File: src/inc/dsar_pkg.sv
`default_nettype none
package dsar_pkg;
  // ************************************************
  // Widths and codes
  // ************************************************
  localparam int ADC_BITS = 13;
  localparam int IDX_W = 4;
  localparam logic [12:0] CODE_MOST_NEG = 13'h1000;
  localparam logic [12:0] CODE_MOST_POS = 13'h0fff;
  localparam logic [12:0] CODE_FIRST_POS = 13'h0001;
  localparam logic [12:0] CODE_ZERO = 13'h0000;
  localparam logic [12:0] TRIAL_START = 13'h1000;
  localparam logic [3:0] MSB_IDX = 4'hc;
  localparam logic [3:0] LSB_IDX = 4'h0;
  localparam int NUM_CODES = 8192;

  // ************************************************
  // Sequencing counts
  // ************************************************
  // Falling serial clock edges that close the sample window (1.5 cycles)
  localparam logic [1:0] ACQ_FALL_EDGES = 2'h2;
  localparam int MIN_SCLK_KHZ = 85;

  // ************************************************
  // Types
  // ************************************************
  typedef enum logic [1:0] {
    ST_STANDBY = 2'b00,
    ST_ACQ = 2'b01,
    ST_CONV = 2'b10,
    ST_DONE = 2'b11
  } dsar_state_e;

  typedef struct packed {
    logic track;
    logic [12:0] dac_code;
  } dsar_analog_s;

  typedef struct packed {
    logic valid;
    logic [12:0] code;
  } dsar_result_s;
endpackage
`default_nettype wire
File: src/hdl/dsar_serial_readout.sv
`default_nettype none
module dsar_serial_readout (
  // Clock and reset
  input wire logic ref_clk,
  input wire logic arst_n,
  // Serial pins from host
  input wire logic sclk_pin,
  input wire logic select_shutdown_n,
  // Comparator from analog core, same clock
  input wire logic cmp_above,
  // Serial data out pin
  output logic dout,
  output logic dout_oe_n,
  // Analog core control
  output dsar_pkg::dsar_analog_s analog,
  output logic standby,
  // Parallel result
  output dsar_pkg::dsar_result_s result
);
  import dsar_pkg::*;

  // ************************************************
  // Pin synchronisers
  // ************************************************
  logic [2:0] sclk_sync_ff;
  logic [2:0] sel_sync_ff;
  logic [2:0] nxt_sclk_sync;
  logic [2:0] nxt_sel_sync;
  logic sclk_filt_ff;
  logic sel_n_filt_ff;
  logic nxt_sclk_filt;
  logic nxt_sel_n_filt;

  // Shift chains; level accepted when stages two and three agree
  always_comb begin
    nxt_sclk_sync = {sclk_sync_ff[1:0], sclk_pin};
    nxt_sel_sync = {sel_sync_ff[1:0], select_shutdown_n};
    nxt_sclk_filt = sclk_filt_ff;
    nxt_sel_n_filt = sel_n_filt_ff;
    if (sclk_sync_ff[1] == sclk_sync_ff[2]) begin
      nxt_sclk_filt = sclk_sync_ff[2];
    end
    if (sel_sync_ff[1] == sel_sync_ff[2]) begin
      nxt_sel_n_filt = sel_sync_ff[2];
    end
  end

  // Synchroniser registers; select idles deasserted
  always_ff @(posedge ref_clk or negedge arst_n) begin
    if (!arst_n) begin
      sclk_sync_ff <= 3'h0;
      sel_sync_ff <= 3'h7;
      sclk_filt_ff <= 1'b0;
      sel_n_filt_ff <= 1'b1;
    end else begin
      sclk_sync_ff <= nxt_sclk_sync;
      sel_sync_ff <= nxt_sel_sync;
      sclk_filt_ff <= nxt_sclk_filt;
      sel_n_filt_ff <= nxt_sel_n_filt;
    end
  end

  // Falling serial clock edge, one cycle pulse
  logic sclk_fall;
  assign sclk_fall = sclk_filt_ff & ~nxt_sclk_filt;

  // ************************************************
  // Conversion sequencer
  // ************************************************
  // Sequencer state and position counters
  dsar_state_e state_ff;
  dsar_state_e nxt_state;
  logic [1:0] acq_cnt_ff;
  logic [1:0] nxt_acq_cnt;
  logic [IDX_W-1:0] bit_idx_ff;
  logic [IDX_W-1:0] nxt_bit_idx;

  // SAR trial code and sample switch
  logic [ADC_BITS-1:0] trial_ff;
  logic [ADC_BITS-1:0] nxt_trial;
  logic track_ff;
  logic nxt_track;

  // Finished result
  logic valid_ff;
  logic nxt_valid;
  logic [ADC_BITS-1:0] code_ff;
  logic [ADC_BITS-1:0] nxt_code;

  // Serial pin drive and power state
  logic dout_ff;
  logic nxt_dout;
  logic oe_n_ff;
  logic nxt_oe_n;
  logic standby_ff;
  logic nxt_standby;

  // Offset-binary trial bit weight for a bit position
  function automatic logic [ADC_BITS-1:0] bit_weight(input logic [IDX_W-1:0] idx);
    bit_weight = CODE_FIRST_POS << idx;
  endfunction

  // Fall that closes the sample window
  function automatic logic acq_last(input logic [1:0] cnt);
    acq_last = (cnt == ACQ_FALL_EDGES - 2'h1);
  endfunction

  // Fall that resolves the final bit
  function automatic logic bit_last(input logic [IDX_W-1:0] idx);
    bit_last = (idx == LSB_IDX);
  endfunction

  // Next state and counters
  always_comb begin
    nxt_state = state_ff;
    nxt_acq_cnt = acq_cnt_ff;
    nxt_bit_idx = bit_idx_ff;
    if (sel_n_filt_ff) begin
      // Abandon the frame
      nxt_state = ST_STANDBY;
      nxt_acq_cnt = 2'h0;
    end else begin
      case (state_ff)
        ST_STANDBY: begin
          // Select low opens the sample window
          nxt_state = ST_ACQ;
          nxt_acq_cnt = 2'h0;
        end
        ST_ACQ: begin
          if (sclk_fall) begin
            nxt_acq_cnt = acq_cnt_ff + 2'h1;
            if (acq_last(acq_cnt_ff)) begin
              nxt_state = ST_CONV;
              nxt_bit_idx = MSB_IDX;
            end
          end
        end
        ST_CONV: begin
          if (sclk_fall) begin
            if (bit_last(bit_idx_ff)) begin
              nxt_state = ST_DONE;
            end else begin
              nxt_bit_idx = bit_idx_ff - 4'h1;
            end
          end
        end
        ST_DONE: begin
          // One conversion per select low
          nxt_state = ST_DONE;
        end
        default: begin
          nxt_state = ST_STANDBY;
        end
      endcase
    end
  end

  // Sequencer registers
  always_ff @(posedge ref_clk or negedge arst_n) begin
    if (!arst_n) begin
      state_ff <= ST_STANDBY;
      acq_cnt_ff <= 2'h0;
      bit_idx_ff <= LSB_IDX;
    end else begin
      state_ff <= nxt_state;
      acq_cnt_ff <= nxt_acq_cnt;
      bit_idx_ff <= nxt_bit_idx;
    end
  end

  // Next trial code, sample switch and result
  always_comb begin
    nxt_trial = trial_ff;
    nxt_track = track_ff;
    nxt_valid = 1'b0;
    nxt_code = code_ff;
    if (sel_n_filt_ff) begin
      // Conversion lost, no result
      nxt_track = 1'b0;
      nxt_trial = CODE_ZERO;
    end else begin
      case (state_ff)
        ST_STANDBY: begin
          // Both inputs tracked together
          nxt_track = 1'b1;
        end
        ST_ACQ: begin
          if (sclk_fall && acq_last(acq_cnt_ff)) begin
            // Hold switches open, SAR begins at the sign weight
            nxt_track = 1'b0;
            nxt_trial = TRIAL_START;
          end
        end
        ST_CONV: begin
          if (sclk_fall) begin
            // Keep or drop the trial bit
            nxt_trial = cmp_above ? trial_ff : (trial_ff & ~bit_weight(bit_idx_ff));
            if (bit_last(bit_idx_ff)) begin
              nxt_valid = 1'b1;
              // Offset binary to two's complement by flipping the sign
              nxt_code = nxt_trial ^ CODE_MOST_NEG;
            end else begin
              nxt_trial = nxt_trial | bit_weight(bit_idx_ff - 4'h1);
            end
          end
        end
        ST_DONE: begin
          // Result stands until the next conversion completes
          nxt_code = code_ff;
        end
        default: begin
          nxt_valid = 1'b0;
        end
      endcase
    end
  end

  // SAR and result registers
  always_ff @(posedge ref_clk or negedge arst_n) begin
    if (!arst_n) begin
      trial_ff <= CODE_ZERO;
      track_ff <= 1'b0;
      valid_ff <= 1'b0;
      code_ff <= CODE_ZERO;
    end else begin
      trial_ff <= nxt_trial;
      track_ff <= nxt_track;
      valid_ff <= nxt_valid;
      code_ff <= nxt_code;
    end
  end

  // Next serial output, enable and power state
  always_comb begin
    nxt_dout = dout_ff;
    nxt_oe_n = oe_n_ff;
    nxt_standby = standby_ff;
    if (sel_n_filt_ff) begin
      // Release pin, low power
      nxt_oe_n = 1'b1;
      nxt_dout = 1'b0;
      nxt_standby = 1'b1;
    end else begin
      case (state_ff)
        ST_STANDBY: begin
          // Wake and drive the pin
          nxt_standby = 1'b0;
          nxt_oe_n = 1'b0;
          nxt_dout = 1'b0;
        end
        ST_ACQ: begin
          if (sclk_fall && acq_last(acq_cnt_ff)) begin
            // Null bit ahead of the sign
            nxt_dout = 1'b0;
          end
        end
        ST_CONV: begin
          if (sclk_fall) begin
            // Each decision leaves at once, sign inverted
            if (bit_idx_ff == MSB_IDX) begin
              nxt_dout = ~cmp_above;
            end else begin
              nxt_dout = cmp_above;
            end
          end
        end
        ST_DONE: begin
          // Extra clocks shift zeros until select rises
          if (sclk_fall) begin
            nxt_dout = 1'b0;
          end
        end
        default: begin
          nxt_dout = 1'b0;
        end
      endcase
    end
  end

  // Pin and power registers
  always_ff @(posedge ref_clk or negedge arst_n) begin
    if (!arst_n) begin
      dout_ff <= 1'b0;
      oe_n_ff <= 1'b1;
      standby_ff <= 1'b1;
    end else begin
      dout_ff <= nxt_dout;
      oe_n_ff <= nxt_oe_n;
      standby_ff <= nxt_standby;
    end
  end

  // ************************************************
  // Outputs
  // ************************************************
  // All straight from registers
  assign dout = dout_ff;
  assign dout_oe_n = oe_n_ff;
  assign standby = standby_ff;
  assign analog = '{track: track_ff, dac_code: trial_ff};
  assign result = '{valid: valid_ff, code: code_ff};
endmodule
`default_nettype wire

File: config.mk
export PLATFORM = sky130hd
export DESIGN_NAME = dsar_serial_readout
export DESIGN_NICKNAME = d
export VERILOG_FILES = /design/src/inc/dsar_pkg.sv /design/src/hdl/dsar_serial_readout.sv
export SDC_FILE = /design/constraint.sdc
export NUM_CORES = 1
export LEC_CHECK = 0
export ABC_AREA = 1
export BUFFER_PORTS_ARGS = -buffer_cell sky130_fd_sc_hd__buf_2
export CAP_MARGIN = 25
export CELL_PAD_IN_SITES_DETAIL_PLACEMENT = 1
export CELL_PAD_IN_SITES_GLOBAL_PLACEMENT = 2
export CORE_UTILIZATION = 36
export CTS_CLUSTER_DIAMETER = 150
export DETAILED_ROUTE_END_ITERATION = 6
export GPL_TIMING_DRIVEN = 1
export PLACE_DENSITY_LB_ADDON = 0.1
export SYNTH_ARGS = -nofsm -noshare
export SYNTH_HDL_FRONTEND = slang
export SYNTH_SLANG_ARGS = --single-unit
File: constraint.sdc
create_clock -name ref_clk -period 4.1 [get_ports ref_clk]
set_input_delay 0.205 -clock ref_clk [delete_from_list [all_inputs] [get_ports ref_clk]]
set_output_delay 0.205 -clock ref_clk [all_outputs]
set_load 0.005 [all_outputs]
Yosys cells after proc, flatten, opt, wreduce, memory -nomap -nowiden

Index checks and enable logic that the tools add are counted.

Add/subtract/negate cells: 2
Equality and inequality tests: 17
Shifts and indexed selects: 2
Mux-type cells: 35
Bitwise gates (word level): 8
Reductions and logical operators: 14

Operators by type and width:

| operator                                          | number |
|---|---|
| 2-to-1 mux 13 bit                                 | 5 |
| one-hot mux 13 bit (2 select lines)               | 1 |
| << shifter 1 x 4 -> 13 bit (first input constant) | 2 |
| != test 3 bit (second input constant)             | 6 |
| 2-to-1 mux 4 bit                                  | 4 |
| 2-to-1 mux 2 bit                                  | 7 |
| AND 13 bit                                        | 1 |
| 2-to-1 mux 1 bit                                  | 13 |
| NOT 13 bit                                        | 1 |
| bitwise OR 13 bit                                 | 1 |
| != test 2 bit (second input constant)             | 4 |
| one-hot mux 2 bit (4 select lines)                | 1 |
| one-hot mux 4 bit (2 select lines)                | 1 |
| AND reduction 4 bit                               | 2 |
| AND reduction 3 bit                               | 2 |
| AND reduction 6 bit                               | 1 |
| nonzero test 3 bit                                | 2 |
| == test 2 x 1 -> 1 bit (second input constant)    | 2 |
| == test 2 bit (second input constant)             | 2 |
| == test 4 bit (second input constant)             | 1 |
| logical NOT 4 bit                                 | 1 |
| NOT 1 bit                                         | 4 |
| one-hot mux 1 bit (4 select lines)                | 1 |
| one-hot mux 2 bit (2 select lines)                | 1 |
| 9 further kinds                                   | 12 |

Flip-flop bits (word level): 46
Input bits: 5
Output and inout port bits: 31
Word-level logic and storage cells: 91

Logic depth before layout (Yosys ltp)

Depth after elaboration: 9
Gate-level depth with buffers: 11
Depth with buffers taken out: 10

Worst setup path after synthesis

Ideal clock, no wire load.

Kind: reg2reg
From: register bit_idx_ff[0]
To: register code_ff[10]
Library setup time: 0.117 ns
Arrival: 1.484 ns
Data required time: 3.983 ns
Slack: 2.499 ns
Cell stages (with the launch flop): 9
Period minus slack after synthesis: 1.601 ns
Cell sequence: dfrtp_1 inv_1 ha_1 nand2_4 clkinv_2 nand2_2 nor3_4 buf_6 o21ai_2

Word-level cells in the longest chain between the ends: 4

RTL lines:

| item                       | line                       | text |
|---|---|---|
| start: declaration         | dsar_serial_readout.sv:75  | `logic [IDX_W-1:0] bit_idx_ff;` |
| start signal: assignment   | dsar_serial_readout.sv:167 | `bit_idx_ff <= nxt_bit_idx;` |
| << shifter 1 x 4 -> 13 bit | dsar_serial_readout.sv:100 | `bit_weight = CODE_FIRST_POS << idx;` |
| NOT 13 bit                 | dsar_serial_readout.sv:197 | `nxt_trial = cmp_above ? trial_ff : (trial_ff & ~bit_weight(bit_idx_ff));` |
| AND 13 bit                 | dsar_serial_readout.sv:197 |  |
| 2-to-1 mux 13 bit          | dsar_serial_readout.sv:197 |  |
| end signal: assignment     | dsar_serial_readout.sv:229 | `code_ff <= nxt_code;` |
| end: declaration           | dsar_serial_readout.sv:87  | `logic [ADC_BITS-1:0] code_ff;` |

Parallel ways exist; a longest one is shown, timed or not.
A chain may end at the register's enable or synchronous reset.

Worst setup path in the final report

From: register state_ff[0]
To: register trial_ff[1]

Word-level cells in the longest chain between the ends: 3

RTL lines:

| item                                                                      | line                       | text |
|---|---|---|
| start: declaration                                                        | dsar_serial_readout.sv:71  | `dsar_state_e state_ff;` |
| start signal: assignment                                                  | dsar_serial_readout.sv:165 | `state_ff <= nxt_state;` |
| == test 2 x 1 -> 1 bit / == test 2 bit (equally long branches)            | dsar_serial_readout.sv:182 | `case (state_ff)` |
| != test 3 bit (no line), or another cell as far along                     | -                          |  |
| AND reduction 3 bit (no line) / 2-to-1 mux 13 bit (equally long branches) | -                          |  |
| end signal: assignment                                                    | dsar_serial_readout.sv:226 | `trial_ff <= nxt_trial;` |
| end: declaration                                                          | dsar_serial_readout.sv:79  | `logic [ADC_BITS-1:0] trial_ff;` |

Parallel ways exist; a longest one is shown, timed or not.

==> impl_metrics.toml <==
[route]
drc = 0
firstDrtPassIters = 4
vias_per_cell = 4.85
avgRoutedWirePerCell_um = 14.6
drtIter0Drc = 70
wirelength_mm = 6.30
vias = 2101
ant_nets = 0

[status]
outcome = "complete, no violations"

[clock_tree]
tritoncts = "done"
cts_setup_buffers = 0
cts_resized = 0
cts_made_buffers = 5
insertion_delay_ns = 0.31
clockBufferDepth = 2
htreeDepth = 2
clk_pin_slew_ns = 0.09
clockRootBuffer = "clkbuf_8"
clock_sinks = 46

[worst_setup_path]
arrival_ns = 2.39
r2r_slack_ns = 1.95
crit_type = "reg2reg"
critPathRequiredTime_ns = 4.34
start_kind = "flop"
crit_path_end_kind = "flop"
cp_max_fo = 15

[synthesis]
synth_area_per_cell_um2 = 7.91
seq_area_frac_synth_pct = 46.3
synth_nets = 331
ys_warn_count = 0
synthesis.area_um2 = 2500
ys_seq_elements = 46
synth_cells = 316
ys_types = 23

[layout]
area_delta_synth_final_pct = 14.7
fin_area_um2 = 2870
nets = 367
drive_gt1_share_pct = 19.3
final_util_pct = 42.4
num_antenna_cells = 0

[floorplanning]
coreArea_um2 = 6760
die_w_um = 85.3
initial_core_util_pct = 37.0
rows = 30
die_h_um = 85.3
ioPinCount = 36
die_area_um2 = 7280

[sta]
timing.hold.ws_ns = 0.335
setup_viol = 0
slew_headroom_pct = 59.9
rsz0062_at_grt = "no"
fin_skew_ns = 0.0111
hold_viol_final = 0
tns_ns = 0
fin_crit_sh_pct = 52.4
maxSlewViolCount = 0
fmax_mhz = 466
tightest_slew_ns = 0.600
layout_min_cycle_time_ns = 2.15

[grt]
grt_usage_pct = 19.3
grt_pass1_vias = 2171
grt_remaining_overflow = 0
grt_pass1_wl_mm = 10.9
antenna_found_initial = 0
grt_max_degree = 31

[pwr]
swShare_pct = 43.6
power_frac_clock_pct = 21.2
switching_power_mw = 0.741
ir_worst_vdd_mv = 0.250
intPower_mw = 0.957
p_comb_share_pct = 41.9
p_leak_nw = 1.65
p_seq_share_pct = 36.8
pwr_density_cell_nw_per_um2 = 593

[placed_design]
port_buffers = 35
post_dp_cell_area_um2 = 2720
dp_hpwl_mm = 4.65
place_congestion = 0.780

[flow_run]
drv_cap = 0

[hold_path]
hold_class = "in2reg"
-- cells in the mapped netlist --
| master | n | area share [%] |
|---|---|---|
| dfstp_2 | 5 | 5.3 |
| buf_6 | 3 | 1.4 |
| o21ai_0 | 26 | 5.2 |
| nand3b_4 | 1 | 0.80 |
| inv_1 | 44 | 6.6 |
| maj3_1 | 2 | 0.80 |
| nand3_1 | 17 | 3.4 |
| inv_2 | 2 | 0.30 |
| dfrtp_1 | 41 | 41 |
| nor2_4 | 3 | 1.4 |
| buf_1 | 1 | 0.15 |
| nor3_4 | 1 | 0.65 |
| nand2_1 | 115 | 17 |
| nand4_1 | 3 | 0.75 |
| o21ai_2 | 9 | 3.2 |
| ha_1 | 10 | 5.0 |
| buf_4 | 7 | 2.1 |
| nand2_4 | 1 | 0.45 |
| nand2_2 | 1 | 0.25 |
| o31ai_1 | 2 | 0.60 |
| o211ai_1 | 1 | 0.30 |
| clkinv_2 | 1 | 0.20 |
| nor2_1 | 20 | 3.0 |
-- per-layer routing --
| metal | global-route usage, % | vias to the layer above | wire (um) |
|---|---|---|---|
| li1 | - | 1044 | - |
| met1 | 26.4 | 1027 | 3170 |
| met2 | 32.0 | 25 | 2920 |
| met3 | 3.21 | 5 | 131 |
| met4 | 5.00 | 0 | 74 |
| met5 | 0 | - | 0 |
-- power groups by stage --
stage          sequential [mW]  combinational (mW)  clock, mW
2_1_floorplan            0.603               0.547          0
3_3_place_gp             0.633               0.717          0
3_5_place_dp             0.635               0.724          0
4_1_cts                  0.628               0.729      0.371
5_1_grt                  0.642               0.816      0.387
6_report                 0.626               0.712      0.360
-- worst max-delay path: stages (launching register included) --
cell	delay (ns)
dfrtp_1	0.43
inv_1	0.09
ha_1	0.27
inv_2	0.11
nor2_4	0.35
nand2_1	0.19
nand2_1	0.14
nor2_4	0.09
inv_2	0.23
nand2_1	0.08
nand2_1	0.07
-- path summary, 6_finish.rpt --
kind | end | depth (start not counted) | from
worst min register to register | sclk_sync_ff[1] | 0 | sclk_sync_ff[0]
max in group asynchronous | sel_sync_ff[1] | 3 | arst_n
min in group asynchronous | bit_idx_ff[3] | 2 | arst_n
worst min-delay path | dout | 5 | cmp_above
worst max-delay path | trial_ff[1] | 10 | state_ff[0]
worst max register to register | trial_ff[1] | 10 | state_ff[0]
-- stage by stage --
step / cells / power (mW) / setup WS, ns
after global routing: 433 / 1.84 / 1.77
after floorplan: 316 / 1.15 / 2.50
after CTS: 433 / 1.73 / 1.94
after detailed placement: 422 / 1.36 / 1.94
after global placement: 420 / 1.35 / 1.88
final: 433 / 1.70 / 1.95
-- registers in the layout (all words and copies together), names as in the netlist --
register / cells
sel_n_filt_ff: 1
sclk_filt_ff: 1
state_ff: 2
track_ff: 1
dout: 1
sclk_sync_ff: 3
bit_idx_ff: 4
valid_ff: 1
sel_sync_ff: 3
acq_cnt_ff: 2
standby: 1
code_ff: 13
trial_ff: 13
-- cells by family (layout without fill, tap and decap cells) --
family	after synthesis	in the layout	share of synthesized area, %
DFF	46	46	46.3
buffers and inverters	58	95	10.7
AOI/OAI and AO/OA	38	38	9.26
adders and majority gates	12	12	5.81
and+or+nand+nor	162	162	27.9
-- cell type report --
| class | instances | area [um^2] |
|---|---|---|
| flip-flops and latches | 46 | 1160 |
| fillers | 875 | 3890 |
| clock buffers | 7 | 86.3 |
| clock inverters | 1 | 30.0 |
| repair buffers | 40 | 240 |
| inverters | 47 | 178 |
| multi-input cells | 212 | 1070 |
| well taps | 80 | 100 |
-- cells in the final DEF, fill, tap and decap left out, types with 2 or more instances in the layout --
cell type and count:
ha_1 10, nor2_1 20, nand4_1 3, o21ai_0 26
nand2_1 115, buf_2 35, inv_1 44, maj3_1 2
dlygate4sd3_1 3, o21ai_2 9, clkbuf_8 6, o31ai_1 2
inv_2 2, nand3_1 17, dfstp_2 5, dfrtp_1 41
nor2_4 3
-- repair_timing --
item                                    in CTS  in global routing
endpoints found under the setup margin       0                  0
hold buffers                                 3                  0
hold endpoints to repair                    18                  0
Note: power is estimated with default switching activity, not from simulation.
